==> src/hw/mahb_consts.vh <==
// Register offsets, field positions and reset values for the address, hash and backoff block
`ifndef MAHB_CONSTS_VH
`define MAHB_CONSTS_VH

`define MAHB_OFS_ADDR_LOW   8'h00
`define MAHB_OFS_ADDR_HIGH  8'h04
`define MAHB_OFS_HASH_LOW   8'h08
`define MAHB_OFS_HASH_HIGH  8'h0c
`define MAHB_OFS_BACKOFF    8'h10

`define MAHB_RST_WORD       32'h0000_0000
`define MAHB_RST_LOW_HALF   16'h0000
`define MAHB_RST_TEN        10'h000
`define MAHB_RST_TALLY      4'h0

`define MAHB_RND_LSB        16
`define MAHB_RND_MSB        25
`define MAHB_TALLY_LSB      12
`define MAHB_TALLY_MSB      15
`define MAHB_SLOT_LSB       0
`define MAHB_SLOT_MSB       9

`define MAHB_HTRANS_NONSEQ  2'h2

`endif

==> src/hw/mahb_mac_addr_hash_backoff.v <==
// Station address, group hash filter and backoff test logic with an AHB-Lite slave
//
// The placing of the registers and the AHB-Lite slave port were decided locally.
`timescale 1ns/10ps
`include "mahb_consts.vh"
//
// Notes on behaviour
// Hash bit n is XOR of destination address bits n, n+6, ..., n+42.
// Hash values 0 to 31 select bits of the low hash table register.
// Hash values 32 to 63 select bits of the high hash table register.
// Group frame accepted by hash only when the selected table bit is one.
// Low address register: byte 0 in bits 15-8, byte 1 in bits 7-0.
// High address register holds bytes 2,3,4,5 in descending byte lanes.
// Random generator value reads at bits 25-16 of backoff register.
// Random generator resets to zero, counts from first edge after reset.
// Collision count of current frame reads at bits 15-12.
// Backoff counter loaded after collision, decremented per slot, readable.
// Address and hash registers are read-write and reset to zero.
// Backoff register ignores writes; reserved bits read zero.

module mahb_mac_addr_hash_backoff #(
    parameter ATTEMPT_LIMIT = 10
) (
    input  wire        clk_sys,
    input  wire        sys_rst,
    input  wire        hsel,
    input  wire [31:0] haddr,
    input  wire [1:0]  htrans,
    input  wire        hwrite,
    input  wire [2:0]  hsize,
    input  wire [31:0] hwdata,
    input  wire        hready,
    output wire        hreadyout,
    output wire        hresp,
    output reg  [31:0] hrdata,
    input  wire [47:0] rx_dest_addr,
    input  wire        rx_addr_valid,
    output reg         rx_hash_accept,
    output reg  [5:0]  rx_hash_index,
    input  wire        tx_frame_start,
    input  wire        tx_collision,
    input  wire        tx_frame_done,
    input  wire        slot_tick,
    output wire        backoff_active,
    output wire [47:0] station_addr
);

    reg  [15:0] station_addr_low_reg;
    reg  [31:0] station_addr_high_reg;
    reg  [31:0] group_hash_table_low_reg;
    reg  [31:0] group_hash_table_high_reg;
    reg  [9:0]  backoff_random_value_reg;
    reg  [3:0]  frame_collision_tally_reg;
    reg  [9:0]  backoff_slot_counter_reg;
    reg  [9:0]  backoff_slot_counter_next;
    reg         wr_pend_reg;
    reg  [7:0]  wr_ofs_reg;
    reg  [31:0] rd_word;
    reg  [3:0]  tally_next;
    wire        bus_take;
    wire        wr_addr_low;
    wire        wr_addr_high;
    wire        wr_hash_low;
    wire        wr_hash_high;
    wire        tally_saturated;
    wire [5:0]  hash_value;
    wire [9:0]  backoff_mask;
    wire [9:0]  backoff_load;
    wire [31:0] addr_low_word;
    wire [31:0] backoff_word;
    wire [63:0] hash_table;
    wire [7:0]  station_byte_zero;
    wire [7:0]  station_byte_one;
    wire [7:0]  station_byte_two;
    wire [7:0]  station_byte_three;
    wire [7:0]  station_byte_four;
    wire [7:0]  station_byte_five;
    genvar      g;

    // Zero wait states; every transfer gets OKAY
    assign hreadyout = 1'b1;
    assign hresp     = 1'b0;
    assign bus_take  = hsel && hready && (htrans == `MAHB_HTRANS_NONSEQ);

    assign station_byte_zero  = station_addr_low_reg[15:8];
    assign station_byte_one   = station_addr_low_reg[7:0];
    assign station_byte_two   = station_addr_high_reg[31:24];
    assign station_byte_three = station_addr_high_reg[23:16];
    assign station_byte_four  = station_addr_high_reg[15:8];
    assign station_byte_five  = station_addr_high_reg[7:0];
    assign station_addr = {station_byte_five, station_byte_four, station_byte_three,
                           station_byte_two, station_byte_one, station_byte_zero};

    // Low half of the table answers 0-31, high half 32-63
    assign hash_table = {group_hash_table_high_reg, group_hash_table_low_reg};

    // One XOR tree per hash bit; each folds every sixth address bit
    generate
        for (g = 0; g < 6; g = g + 1) begin : g_hash_bit
            assign hash_value[g] = rx_dest_addr[g]      ^ rx_dest_addr[g + 6]  ^
                                   rx_dest_addr[g + 12] ^ rx_dest_addr[g + 18] ^
                                   rx_dest_addr[g + 24] ^ rx_dest_addr[g + 30] ^
                                   rx_dest_addr[g + 36] ^ rx_dest_addr[g + 42];
        end
    endgenerate

    always @(posedge clk_sys) begin
        if (sys_rst) begin
            rx_hash_accept <= 1'b0;
            rx_hash_index  <= 6'h00;
        end else if (rx_addr_valid) begin
            rx_hash_index  <= hash_value;
            // Only group addresses can pass; bit 0 of the destination address is ANDed in here
            rx_hash_accept <= rx_dest_addr[0] & hash_table[hash_value];
        end
    end

    // Writes land in the data phase, offset captured in the address phase
    always @(posedge clk_sys) begin
        if (sys_rst) begin
            wr_pend_reg <= 1'b0;
            wr_ofs_reg  <= 8'h00;
        end else if (hready) begin
            wr_pend_reg <= bus_take && hwrite;
            wr_ofs_reg  <= haddr[7:0];
        end
    end

    assign wr_addr_low  = wr_pend_reg && (wr_ofs_reg == `MAHB_OFS_ADDR_LOW);
    assign wr_addr_high = wr_pend_reg && (wr_ofs_reg == `MAHB_OFS_ADDR_HIGH);
    assign wr_hash_low  = wr_pend_reg && (wr_ofs_reg == `MAHB_OFS_HASH_LOW);
    assign wr_hash_high = wr_pend_reg && (wr_ofs_reg == `MAHB_OFS_HASH_HIGH);
    // No enable decodes the backoff offset, so writes there fall away


    always @(posedge clk_sys) begin
        if (sys_rst) begin
            station_addr_low_reg <= `MAHB_RST_LOW_HALF;
        end else if (wr_addr_low) begin
            station_addr_low_reg <= hwdata[15:0];
        end
    end

    always @(posedge clk_sys) begin
        if (sys_rst) begin
            station_addr_high_reg <= `MAHB_RST_WORD;
        end else if (wr_addr_high) begin
            station_addr_high_reg <= hwdata;
        end
    end

    always @(posedge clk_sys) begin
        if (sys_rst) begin
            group_hash_table_low_reg <= `MAHB_RST_WORD;
        end else if (wr_hash_low) begin
            group_hash_table_low_reg <= hwdata;
        end
    end

    always @(posedge clk_sys) begin
        if (sys_rst) begin
            group_hash_table_high_reg <= `MAHB_RST_WORD;
        end else if (wr_hash_high) begin
            group_hash_table_high_reg <= hwdata;
        end
    end

    // Reserved bits are tied to zero in the read words
    assign addr_low_word = {`MAHB_RST_LOW_HALF, station_addr_low_reg};
    assign backoff_word  = {6'h00, backoff_random_value_reg,
                            frame_collision_tally_reg,
                            2'h0, backoff_slot_counter_reg};

    always @* begin
        rd_word = `MAHB_RST_WORD;
        case (haddr[7:0])
            `MAHB_OFS_ADDR_LOW: begin
                rd_word = addr_low_word;
            end
            `MAHB_OFS_ADDR_HIGH: begin
                rd_word = station_addr_high_reg;
            end
            `MAHB_OFS_HASH_LOW: begin
                rd_word = group_hash_table_low_reg;
            end
            `MAHB_OFS_HASH_HIGH: begin
                rd_word = group_hash_table_high_reg;
            end
            `MAHB_OFS_BACKOFF: begin
                rd_word = backoff_word;
            end
            default: begin
                rd_word = `MAHB_RST_WORD;
            end
        endcase
    end

    always @(posedge clk_sys) begin
        if (sys_rst) begin
            hrdata <= `MAHB_RST_WORD;
        end else if (bus_take && !hwrite) begin
            hrdata <= rd_word;
        end
    end

    // Free-running generator; its value matters when a collision samples it or the backoff register is read
    always @(posedge clk_sys) begin
        if (sys_rst) begin
            backoff_random_value_reg <= `MAHB_RST_TEN;
        end else begin
            backoff_random_value_reg <= backoff_random_value_reg + 10'h001;
        end
    end

    assign tally_saturated = (frame_collision_tally_reg == 4'hf);

    // Count stops at fifteen rather than wrapping back to zero
    always @* begin
        tally_next = frame_collision_tally_reg;
        if (tx_collision && !tally_saturated) begin
            tally_next = frame_collision_tally_reg + 4'h1;
        end
    end

    // Window doubles per collision until the attempt limit caps it
    generate
        for (g = 0; g < 10; g = g + 1) begin : g_mask_bit
            assign backoff_mask[g] = (g < tally_next) && (g < ATTEMPT_LIMIT);
        end
    endgenerate

    assign backoff_load = backoff_random_value_reg & backoff_mask;

    // Frame start wins over a stale tally; a same-cycle collision counts as 1, but its backoff mask uses tally_next of the stale count
    always @(posedge clk_sys) begin
        if (sys_rst) begin
            frame_collision_tally_reg <= `MAHB_RST_TALLY;
        end else if (tx_frame_start || tx_frame_done) begin
            frame_collision_tally_reg <= tx_collision ? 4'h1 : `MAHB_RST_TALLY;
        end else begin
            frame_collision_tally_reg <= tally_next;
        end
    end

    // Collision load wins over a slot tick in the same cycle
    always @* begin
        backoff_slot_counter_next = backoff_slot_counter_reg;
        if (tx_collision) begin
            backoff_slot_counter_next = backoff_load;
        end else if (slot_tick && backoff_slot_counter_reg != 10'h000) begin
            backoff_slot_counter_next = backoff_slot_counter_reg - 10'h001;
        end
    end

    always @(posedge clk_sys) begin
        if (sys_rst) begin
            backoff_slot_counter_reg <= `MAHB_RST_TEN;
        end else begin
            backoff_slot_counter_reg <= backoff_slot_counter_next;
        end
    end

    assign backoff_active = (backoff_slot_counter_reg != 10'h000);

endmodule // mahb_mac_addr_hash_backoff

==> config.mk <==
export PLATFORM = sky130hd
export DESIGN_NAME = mahb_mac_addr_hash_backoff
export DESIGN_NICKNAME = d
export VERILOG_FILES = /design/src/hw/mahb_mac_addr_hash_backoff.v
export VERILOG_INCLUDE_DIRS = /design/src /design/src/hw
export SDC_FILE = /design/constraint.sdc
export NUM_CORES = 1
export LEC_CHECK = 0
export ABC_AREA = 1
export BUFFER_PORTS_ARGS = -buffer_cell sky130_fd_sc_hd__buf_2
export CORE_UTILIZATION = 49
export CTS_CLUSTER_DIAMETER = 30
export DETAILED_ROUTE_END_ITERATION = 8
export PLACE_DENSITY_LB_ADDON = 0.15
export SLEW_MARGIN = 40
export SYNTH_ARGS = -nofsm -noshare
export SYNTH_HDL_FRONTEND = slang
export SYNTH_SLANG_ARGS = --single-unit
==> constraint.sdc <==
create_clock -name clk_sys -period 1.8 [get_ports clk_sys]
set_input_delay 0.27 -clock clk_sys [delete_from_list [all_inputs] [get_ports clk_sys]]
set_output_delay 0.27 -clock clk_sys [all_outputs]
set_load 0.005 [all_outputs]
==> results.md, run 1 <==
- Run status: complete, but fails checks
- Violated checks: setup timing
- Peak ir drop on the vdd network: just over 0.6 mV
- Setup repair after global routing missed its margin: yes
- Setup-violating endpoint count in the final report: roughly 110
- Post-detailed-route via-to-cell ratio: around 6.0
- Overall Power: between 0.009 and 0.01 W
- Final period util: 114%
- Average wire per standard cell: just over 20 um
- # IOs: approximately 220
- WHS Path Cells: 3
- Number of instances in the synthesized netlist: ~1200
- Most common cell after layout, fill and taps aside: buf_2
- Drt initial violations: 1296
- Total count of max-transition violations in the final report: 0
- Worst setup startpoint: backoff_slot_counter_reg[0]
- Shortest clock period the worst path allows after layout: ~2.1 ns
- Worst reg2reg path depth: 9
- Max frequency: between 400 and 500 MHz
- Clock transition at path regs: 0.08 ns
- Total via count in the routed design: about 10000
- Routability congestion estimate from global placement: between 0.9 and 1
- Final hold violations: 0
- LEAKAGE: around 5.4 nW
- Highest routing layer actually used: met4
- Unique cell type count in the Yosys netlist: between 40 and 50
- Residual DRC: 0
- Worst reg2reg setup slack: -0.21 ns
- Global Route Usage Sum: a little over a third
- Post-synthesis instance area: around 8800 um^2
- Finished Cell Area: 13000 um^2
- Number of buffers added by the clock tree synthesis step: 17
- Count of input and output buffers: ~190
- Critical setup path kind: register to output pin
- Vertical extent of the die: around 140 um
- Die area: around 19000 um^2
- Final-layout setup total negative slack: -16.62 ns
- Critical Path AT: around 1.8 ns
- Maxcap violations: 0
- Number of nets with antenna violations after detailed routing: 0
- TritonCTS clock tree: done
- Dominant cells by area after synthesis: dfxtp_1, o21ai_0, nand2_1
- Die Span X: ~140 um
- Global-route wire length before repair: a little under 50000 um
- Beginning of the worst register-to-register path: wr_ofs_reg[4]
- Fraction of post-synthesis cell area in the top cell type by area: 41.7%
- Synth area leader: dfxtp_1
- Ys async rst share: 0%
- Filler Cell Count: ~1200
- Register area: about 3700 um^2
- Required arrival time at the worst endpoint: between 1.5 and 2 ns
- Final worst setup slack: -0.254 ns
- Area growth syn-to-layout: 46.7%
- Capture instance of the worst register-to-register path: station_addr_high_reg[11]
- Number of antenna violations at the first check in global routing: 1
- #FFs+latches synth: about 180
- Total area of multi-input combinational cells: roughly 5200 um^2
- Amount of wire on met3 after detailed routing: roughly 4100 um
- Synthesized net count: approximately 1400
- Sort of element at the end of the critical path: output pin
- Critical path startpoint category: register
- Detailed route wirelength on metal2: 16300 um
- Area post-placement: between 10000 and 15000 um^2
- Via count of the first global-routing pass: 9223
- Yosys warning count: 0
- Top_reg_cell synth: dfxtp_1
- End point of the critical path: backoff_active
- Pin count of the biggest net entering global routing: between 50 and 60
- Mean area per synthesized cell: about 7 um^2
- Hold-fix buffer count after cts: 0
- Path type of the worst min-delay path: primary input to register
- Share of the yosys chip area belonging to registers: 41.7%
- CTS max path bufs: 2
- Max FO, Critical Path: 3
- Number of H-tree levels: 4
- Ratio of total power to cell area: between 700 and 800 nW/um^2
- Clock skew after layout: 0.00782 ns
- Final nets: approximately 1600
- Starting utilization of the core area: 50.6%
- Area of the core: 17500 um^2
- Clk sinks: about 180
- Share of final-layout standard cells stronger than drive strength 1: between 30% and 40%
- Top library cells by usage in the layout, fill and taps aside: buf_2, dfxtp_1, nand2_1, inv_1, nor2_1
- Number of enable-type register cells in the synthesized netlist: 0
- Clock latency on the worst-skew pair: about 0.45 ns
- Grt total ovfl: 0
- Detailed Place HPWL: around 21000 um
- Total wire length: around 35000 um
- Number of detailed-routing iterations run before antenna repair: 9
- Met1 WL: 13200 um
- Buffer cell driving the clock tree root: clkbuf_16
- Row count: 48
[report_power, final]
group          total, W  internal (W)  switching, W
logic           0.00179      0.000704       0.00109
clock network   0.00396       0.00211       0.00185
registers       0.00420       0.00414     0.0000592
[through the flow]
| step | std cells | hold slack [ns] | util (%) | setup slack, ns |
|---|---|---|---|---|
| floorplan | 1244 | 0.405 | - | 0.0226 |
| global placement | 1680 | 0.450 | 60.7 | -0.196 |
| detailed placement | 1680 | 0.451 | 60.7 | -0.196 |
| CTS | 1740 | 0.0885 | 69.4 | -0.278 |
| global route | 1752 | 0.101 | 74.2 | -0.321 |
| finish | 1754 | 0.0856 | 74.2 | -0.254 |
[synthesized netlist by cell type, types with 2 or more instances]
cell type  count
inv_1        134
xor2_1        14
nor3_1        10
nand4_1        4
nand3_1       87
nand3_2        5
o221ai_1       6
nand3b_1       4
o21ai_0      173
clkinv_1       2
a221oi_1       7
or2_2          2
o211ai_1       3
o22ai_1       32
nor2_1       124
clkbuf_1      49
a31oi_1        8
buf_6          3
buf_4          8
nor2_2         2
xnor2_1       17
inv_2         11
nand2_1      177
a211oi_1       7
nor4_1         2
a22o_1         7
buf_2          8
conb_1         2
nand2_4        2
dfxtp_1      184
nand2_2        5
ha_1           3
a21oi_1      127
[cell families (layout without fill, tap and decap cells)]
logic type               count (synthesis)  after routing  share of synthesized area (%)
AND/OR/NAND/NOR                        431            431                           21.4
AO/OA/AOI/OAI                          377            377                           23.3
buffers and inverters                  215            498                           9.84
flip-flops                             184            184                           41.7
XOR/XNOR                                32             32                           3.26
adder cells (fa/ha/maj)                  3              3                          0.425
other                                    2              4                         0.0850
[critical path, stage by stage, from the launching register on]
cell and delay [ns]:
dfxtp_2 0.33, inv_2 0.08, ha_4 0.13, nand2_2 0.06
nor3_2 0.10, inv_1 0.09, nor3_2 0.14, nand3_1 0.14
buf_4 0.15, buf_2 0.11
[worst min-delay path by stage]
stage                from            end  slack [ns]
2_1_floorplan    haddr[0]  wr_ofs_reg[0]        0.40
3_3_place_gp   hrdata[21]     hrdata[21]        0.45
3_5_place_dp   hrdata[27]     hrdata[27]        0.45
4_1_cts            hwrite    wr_pend_reg        0.09
5_1_grt            hwrite    wr_pend_reg        0.10
6_report           hwrite    wr_pend_reg        0.09
[routing by layer]
layer  global-route usage, %  vias to the layer above
met5                       0                        -
met4                    15.7                        0
met3                    6.94                      162
met2                    56.4                      718
met1                    45.9                     4827
li1                        -                     4733
[what timing repair did]
item | CTS | global route
pin swaps | 32 | 53
cloned | 14 | 9
setup endpoints to repair | 75 | 123
resized for setup | 172 | 231
setup buffers | 14 | 9
[area by class of cell]
cell class | instances | area share [%]
flip-flops and latches | 184 | 28.5
multi-input cells | 845 | 39.9
clock inverters | 15 | 1.41
repair buffers | 319 | 20.2
diodes | 2 | 0.0386
clock buffers | 17 | 3.28
inverters | 147 | 4.57
well taps | 225 | 2.17
(Power assumes the default switching activity.)
==> run 2, diff against run 1 <==
--- a/config.mk
+++ b/config.mk
@@ -8,7 +8,8 @@
 export LEC_CHECK = 0
 export ABC_AREA = 1
 export BUFFER_PORTS_ARGS = -buffer_cell sky130_fd_sc_hd__buf_2
-export CORE_UTILIZATION = 49
+export CORE_UTILIZATION = 50
+export CTS_BUF_LIST = sky130_fd_sc_hd__clkbuf_4 sky130_fd_sc_hd__clkbuf_8
 export CTS_CLUSTER_DIAMETER = 30
 export DETAILED_ROUTE_END_ITERATION = 8
 export PLACE_DENSITY_LB_ADDON = 0.15
==> results.md, run 2 (synthesis results as in run 1) <==
- Setup repair after global routing missed its margin: yes
- TritonCTS clock tree: done
- Hold-fix buffer count after cts: 0 (unchanged)
- Startpoint of the most critical hold path: hwrite
- Critical path startpoint category: register
- Post-detailed-route via-to-cell ratio: 5.84 (-1.9%)
- Number of detailed-routing iterations run before antenna repair: 6 (-3)
- WHS Path Cells: 3 (unchanged)
- Beginning of the worst register-to-register path: wr_ofs_reg[7]
- Number of buffers added by the clock tree synthesis step: 17 (unchanged)
- Share of final-layout standard cells stronger than drive strength 1: 37.1% (-0.78 points)
- Run status: complete, but fails checks
- Library cell contributing the largest single delay on the critical path: dfxtp_2
- Clock transition at path regs: 0.10 ns (+0.02 ns)
- Peak ir drop on the vdd network: 0.518 mV (-15%)
- Clock skew after layout: 0.0137 ns (+0.00585 ns)
- Row count: 48 (unchanged)
- Number of nets with antenna violations after detailed routing: 0 (unchanged)
- Crit-path cells: inv_2, ha_4, nand2_4, nor3_2, inv_1, nor3_2, nand3_1, buf_4, buf_6
- Die area: 18200 um^2 (-2.0%)
- Ratio of total power to cell area: 699 nW/um^2 (-9.0%)
- Total count of max-transition violations in the final report: 0 (unchanged)
- Net switching power: 0.00272 W (-9.4%)
- Power share of the clock group: 31.7% (-8.1 points)
- Top library cells by usage in the layout, fill and taps aside: buf_2, dfxtp_1, nand2_1, inv_1, nor2_1
- Grt total ovfl: 0 (unchanged)
- Starting utilization of the core area: 51.1% (+0.53 points)
- Final cell utilization of the core: 72.7% (-1.5 points)
- Max FO, Critical Path: 3 (unchanged)
- Slew at the pin closest to its max-slew limit: between 0.6 and 0.7 ns
- Portion of total power attributed to combinational logic: 20.4% (+2.4 points)
- Vertical extent of the die: 135 um (-0.99%)
- Area growth syn-to-layout: 42.3%
- Global Route Usage Sum: 31.3% (-4.0 points)
- Required arrival time at the worst endpoint: 1.53 ns (about the same)
- Placed Cells: 1683 (+0.18%)
- LEAKAGE: 5.26 nW (-3.3%)
- Proportion of power drawn by flip-flops and latches: 47.9% (+5.7 points)
- Count of input and output buffers: 187 (unchanged)
- Via count of the first global-routing pass: 8481 (-8.0%)
- Number of H-tree levels: 4 (unchanged)
- CTS max path bufs: 2 (unchanged)
- Peak per-stage delay on the critical path: 0.34 ns (about the same)
- Die Span X: 135 um (-0.99%)
- Residual DRC: 0 (unchanged)
- Maxcap violations: 0 (unchanged)
- Area of the core: 17300 um^2 (-1.0%)
- Power Internal: 0.00607 W (-13%)
- Final worst setup slack: -0.329 ns (-0.0753 ns)
- Cell with the most instances on the worst path: nor3_2
- Worst reg2reg path depth: 8 (-1)
- Clock latency on the worst-skew pair: 0.49 ns (+0.04 ns)
- Detailed Place HPWL: 20800 um (+0.73%)
- Violated checks: setup timing
- Total via count in the routed design: 10200 (-2.2%)
- Setup-violating endpoint count in the final report: 116 (+2.7%)
- Pin count of the biggest net entering global routing: 95 (+73%)
- Switching Fraction: 30.9% (+0.80 points)
- Critical setup path kind: register to output pin
- Buffering stage count on the worst path with inverters included: 4 (unchanged)
- Routability congestion estimate from global placement: 0.908 (-3.0%)
- Average wire per standard cell: 19.5 um (-3.8%)
- Most common cell after layout, fill and taps aside: buf_2
- Hold Path Sink: wr_pend_reg
- Number of diodes: 0 (-2)
- Capture instance of the worst register-to-register path: group_hash_table_low_reg[30]
- Worst reg2reg setup slack: -0.26 ns (-0.05 ns)
- Path type of the worst min-delay path: primary input to register
- Drt initial violations: 1059 (-18%)
- Count of placed standard cells in the final layout, fillers left out: 1749 (-0.29%)
- Sort of element at the end of the critical path: output pin
- Critical Path AT: 1.86 ns (+0.08 ns)
- # IOs: 217 (unchanged)
- Global-route wire length before repair: 44000 um (-11%)
- Final-layout setup total negative slack: -14.82 ns (+1.80 ns)
- Max frequency: 470 MHz (-3.5%)
- Final hold violations: 0 (unchanged)
- Dominant delay contributor by cell family on the critical path: simple AND/OR/NAND/NOR gates
- Clk sinks: 184 (unchanged)
- Number of antenna violations at the first check in global routing: 0 (-1)
- Final period util: 118% (+4.2 points)
- Total wire length: 34000 um (-4.1%)
- Buffer cell driving the clock tree root: clkbuf_8
- Placement Setup Slack: -0.190 ns (+0.00604 ns)
- Final nets: 1641 (-0.18%)
- Relative slew slack: 55.8%
- Shortest clock period the worst path allows after layout: 2.13 ns (+0.0753 ns)
-- run 2: per-layer routing --
metal / vias to the layer above / part of all wire, % / GRT usage (%)
li1: 4725 / - / -
met4: 0 / 4.1 / 10.4
met1: 4801 / 39 / 43.2
met2: 566 / 47 / 50.3
met5: - / 0 / 0
met3: 119 / 10 / 4.43
-- run 2: per-stage QoR --
step / power, W / hold slack, ns / area (um^2)
floorplan: 0.00520 / 0.405 / 8840
global placement: 0.00581 / 0.449 / 10600
detailed placement: 0.00584 / 0.452 / 10600
CTS: 0.00854 / 0.0476 / 11100
global route: 0.00909 / 0.0476 / 12600
finish: 0.00879 / 0.0616 / 12600
-- run 2: worst reg2reg max path, delay by kind of cell, from the launching register on --
family	cells	cell delay, ns
AO/OA/AOI/OAI	2	0.21
buffers and inverters	3	0.52
flip-flops	1	0.33
AND/OR/NAND/NOR	3	0.90
-- run 2: repair_timing --
action                                 4_1_cts  5_1_grt
gates resized for setup                     31      346
endpoints found under the hold margin        0        0
setup buffers                                3       11
setup endpoints to repair                  110      125
pin swaps                                    9       69
gates cloned                                 0       20
-- run 2: worst max path at each step --
stage | start | depth (start not counted) | slack, ns | to
floorplan | backoff_slot_counter_reg[0] | 12 | 0.02 | backoff_slot_counter_reg[9]
global route | backoff_slot_counter_reg[0] | 9 | -0.37 | backoff_active
global placement | rx_dest_addr[12] | 18 | -0.14 | rx_hash_accept
finish | backoff_slot_counter_reg[0] | 9 | -0.33 | backoff_active
CTS | backoff_slot_counter_reg[1] | 9 | -0.37 | backoff_active
detailed placement | wr_ofs_reg[4] | 6 | -0.19 | station_addr_high_reg[22]
-- run 2: power groups by stage --
stage               registers [W]  logic (W)  clock network, W
CTS                       0.00420    0.00160           0.00274
finish                    0.00421    0.00179           0.00279
global route              0.00421    0.00194           0.00295
detailed placement        0.00429    0.00155                 0
global placement          0.00429    0.00152                 0
floorplan                 0.00429   0.000915                 0
-- run 2: area by class of cell --
type	count	area [um^2]
multi-input cells	846	5130
well taps	225	282
clock buffers	19	262
inverters	147	583
clock inverters	13	121
repair buffers	315	2510
fillers	1344	4720
flip-flops and latches	184	3690
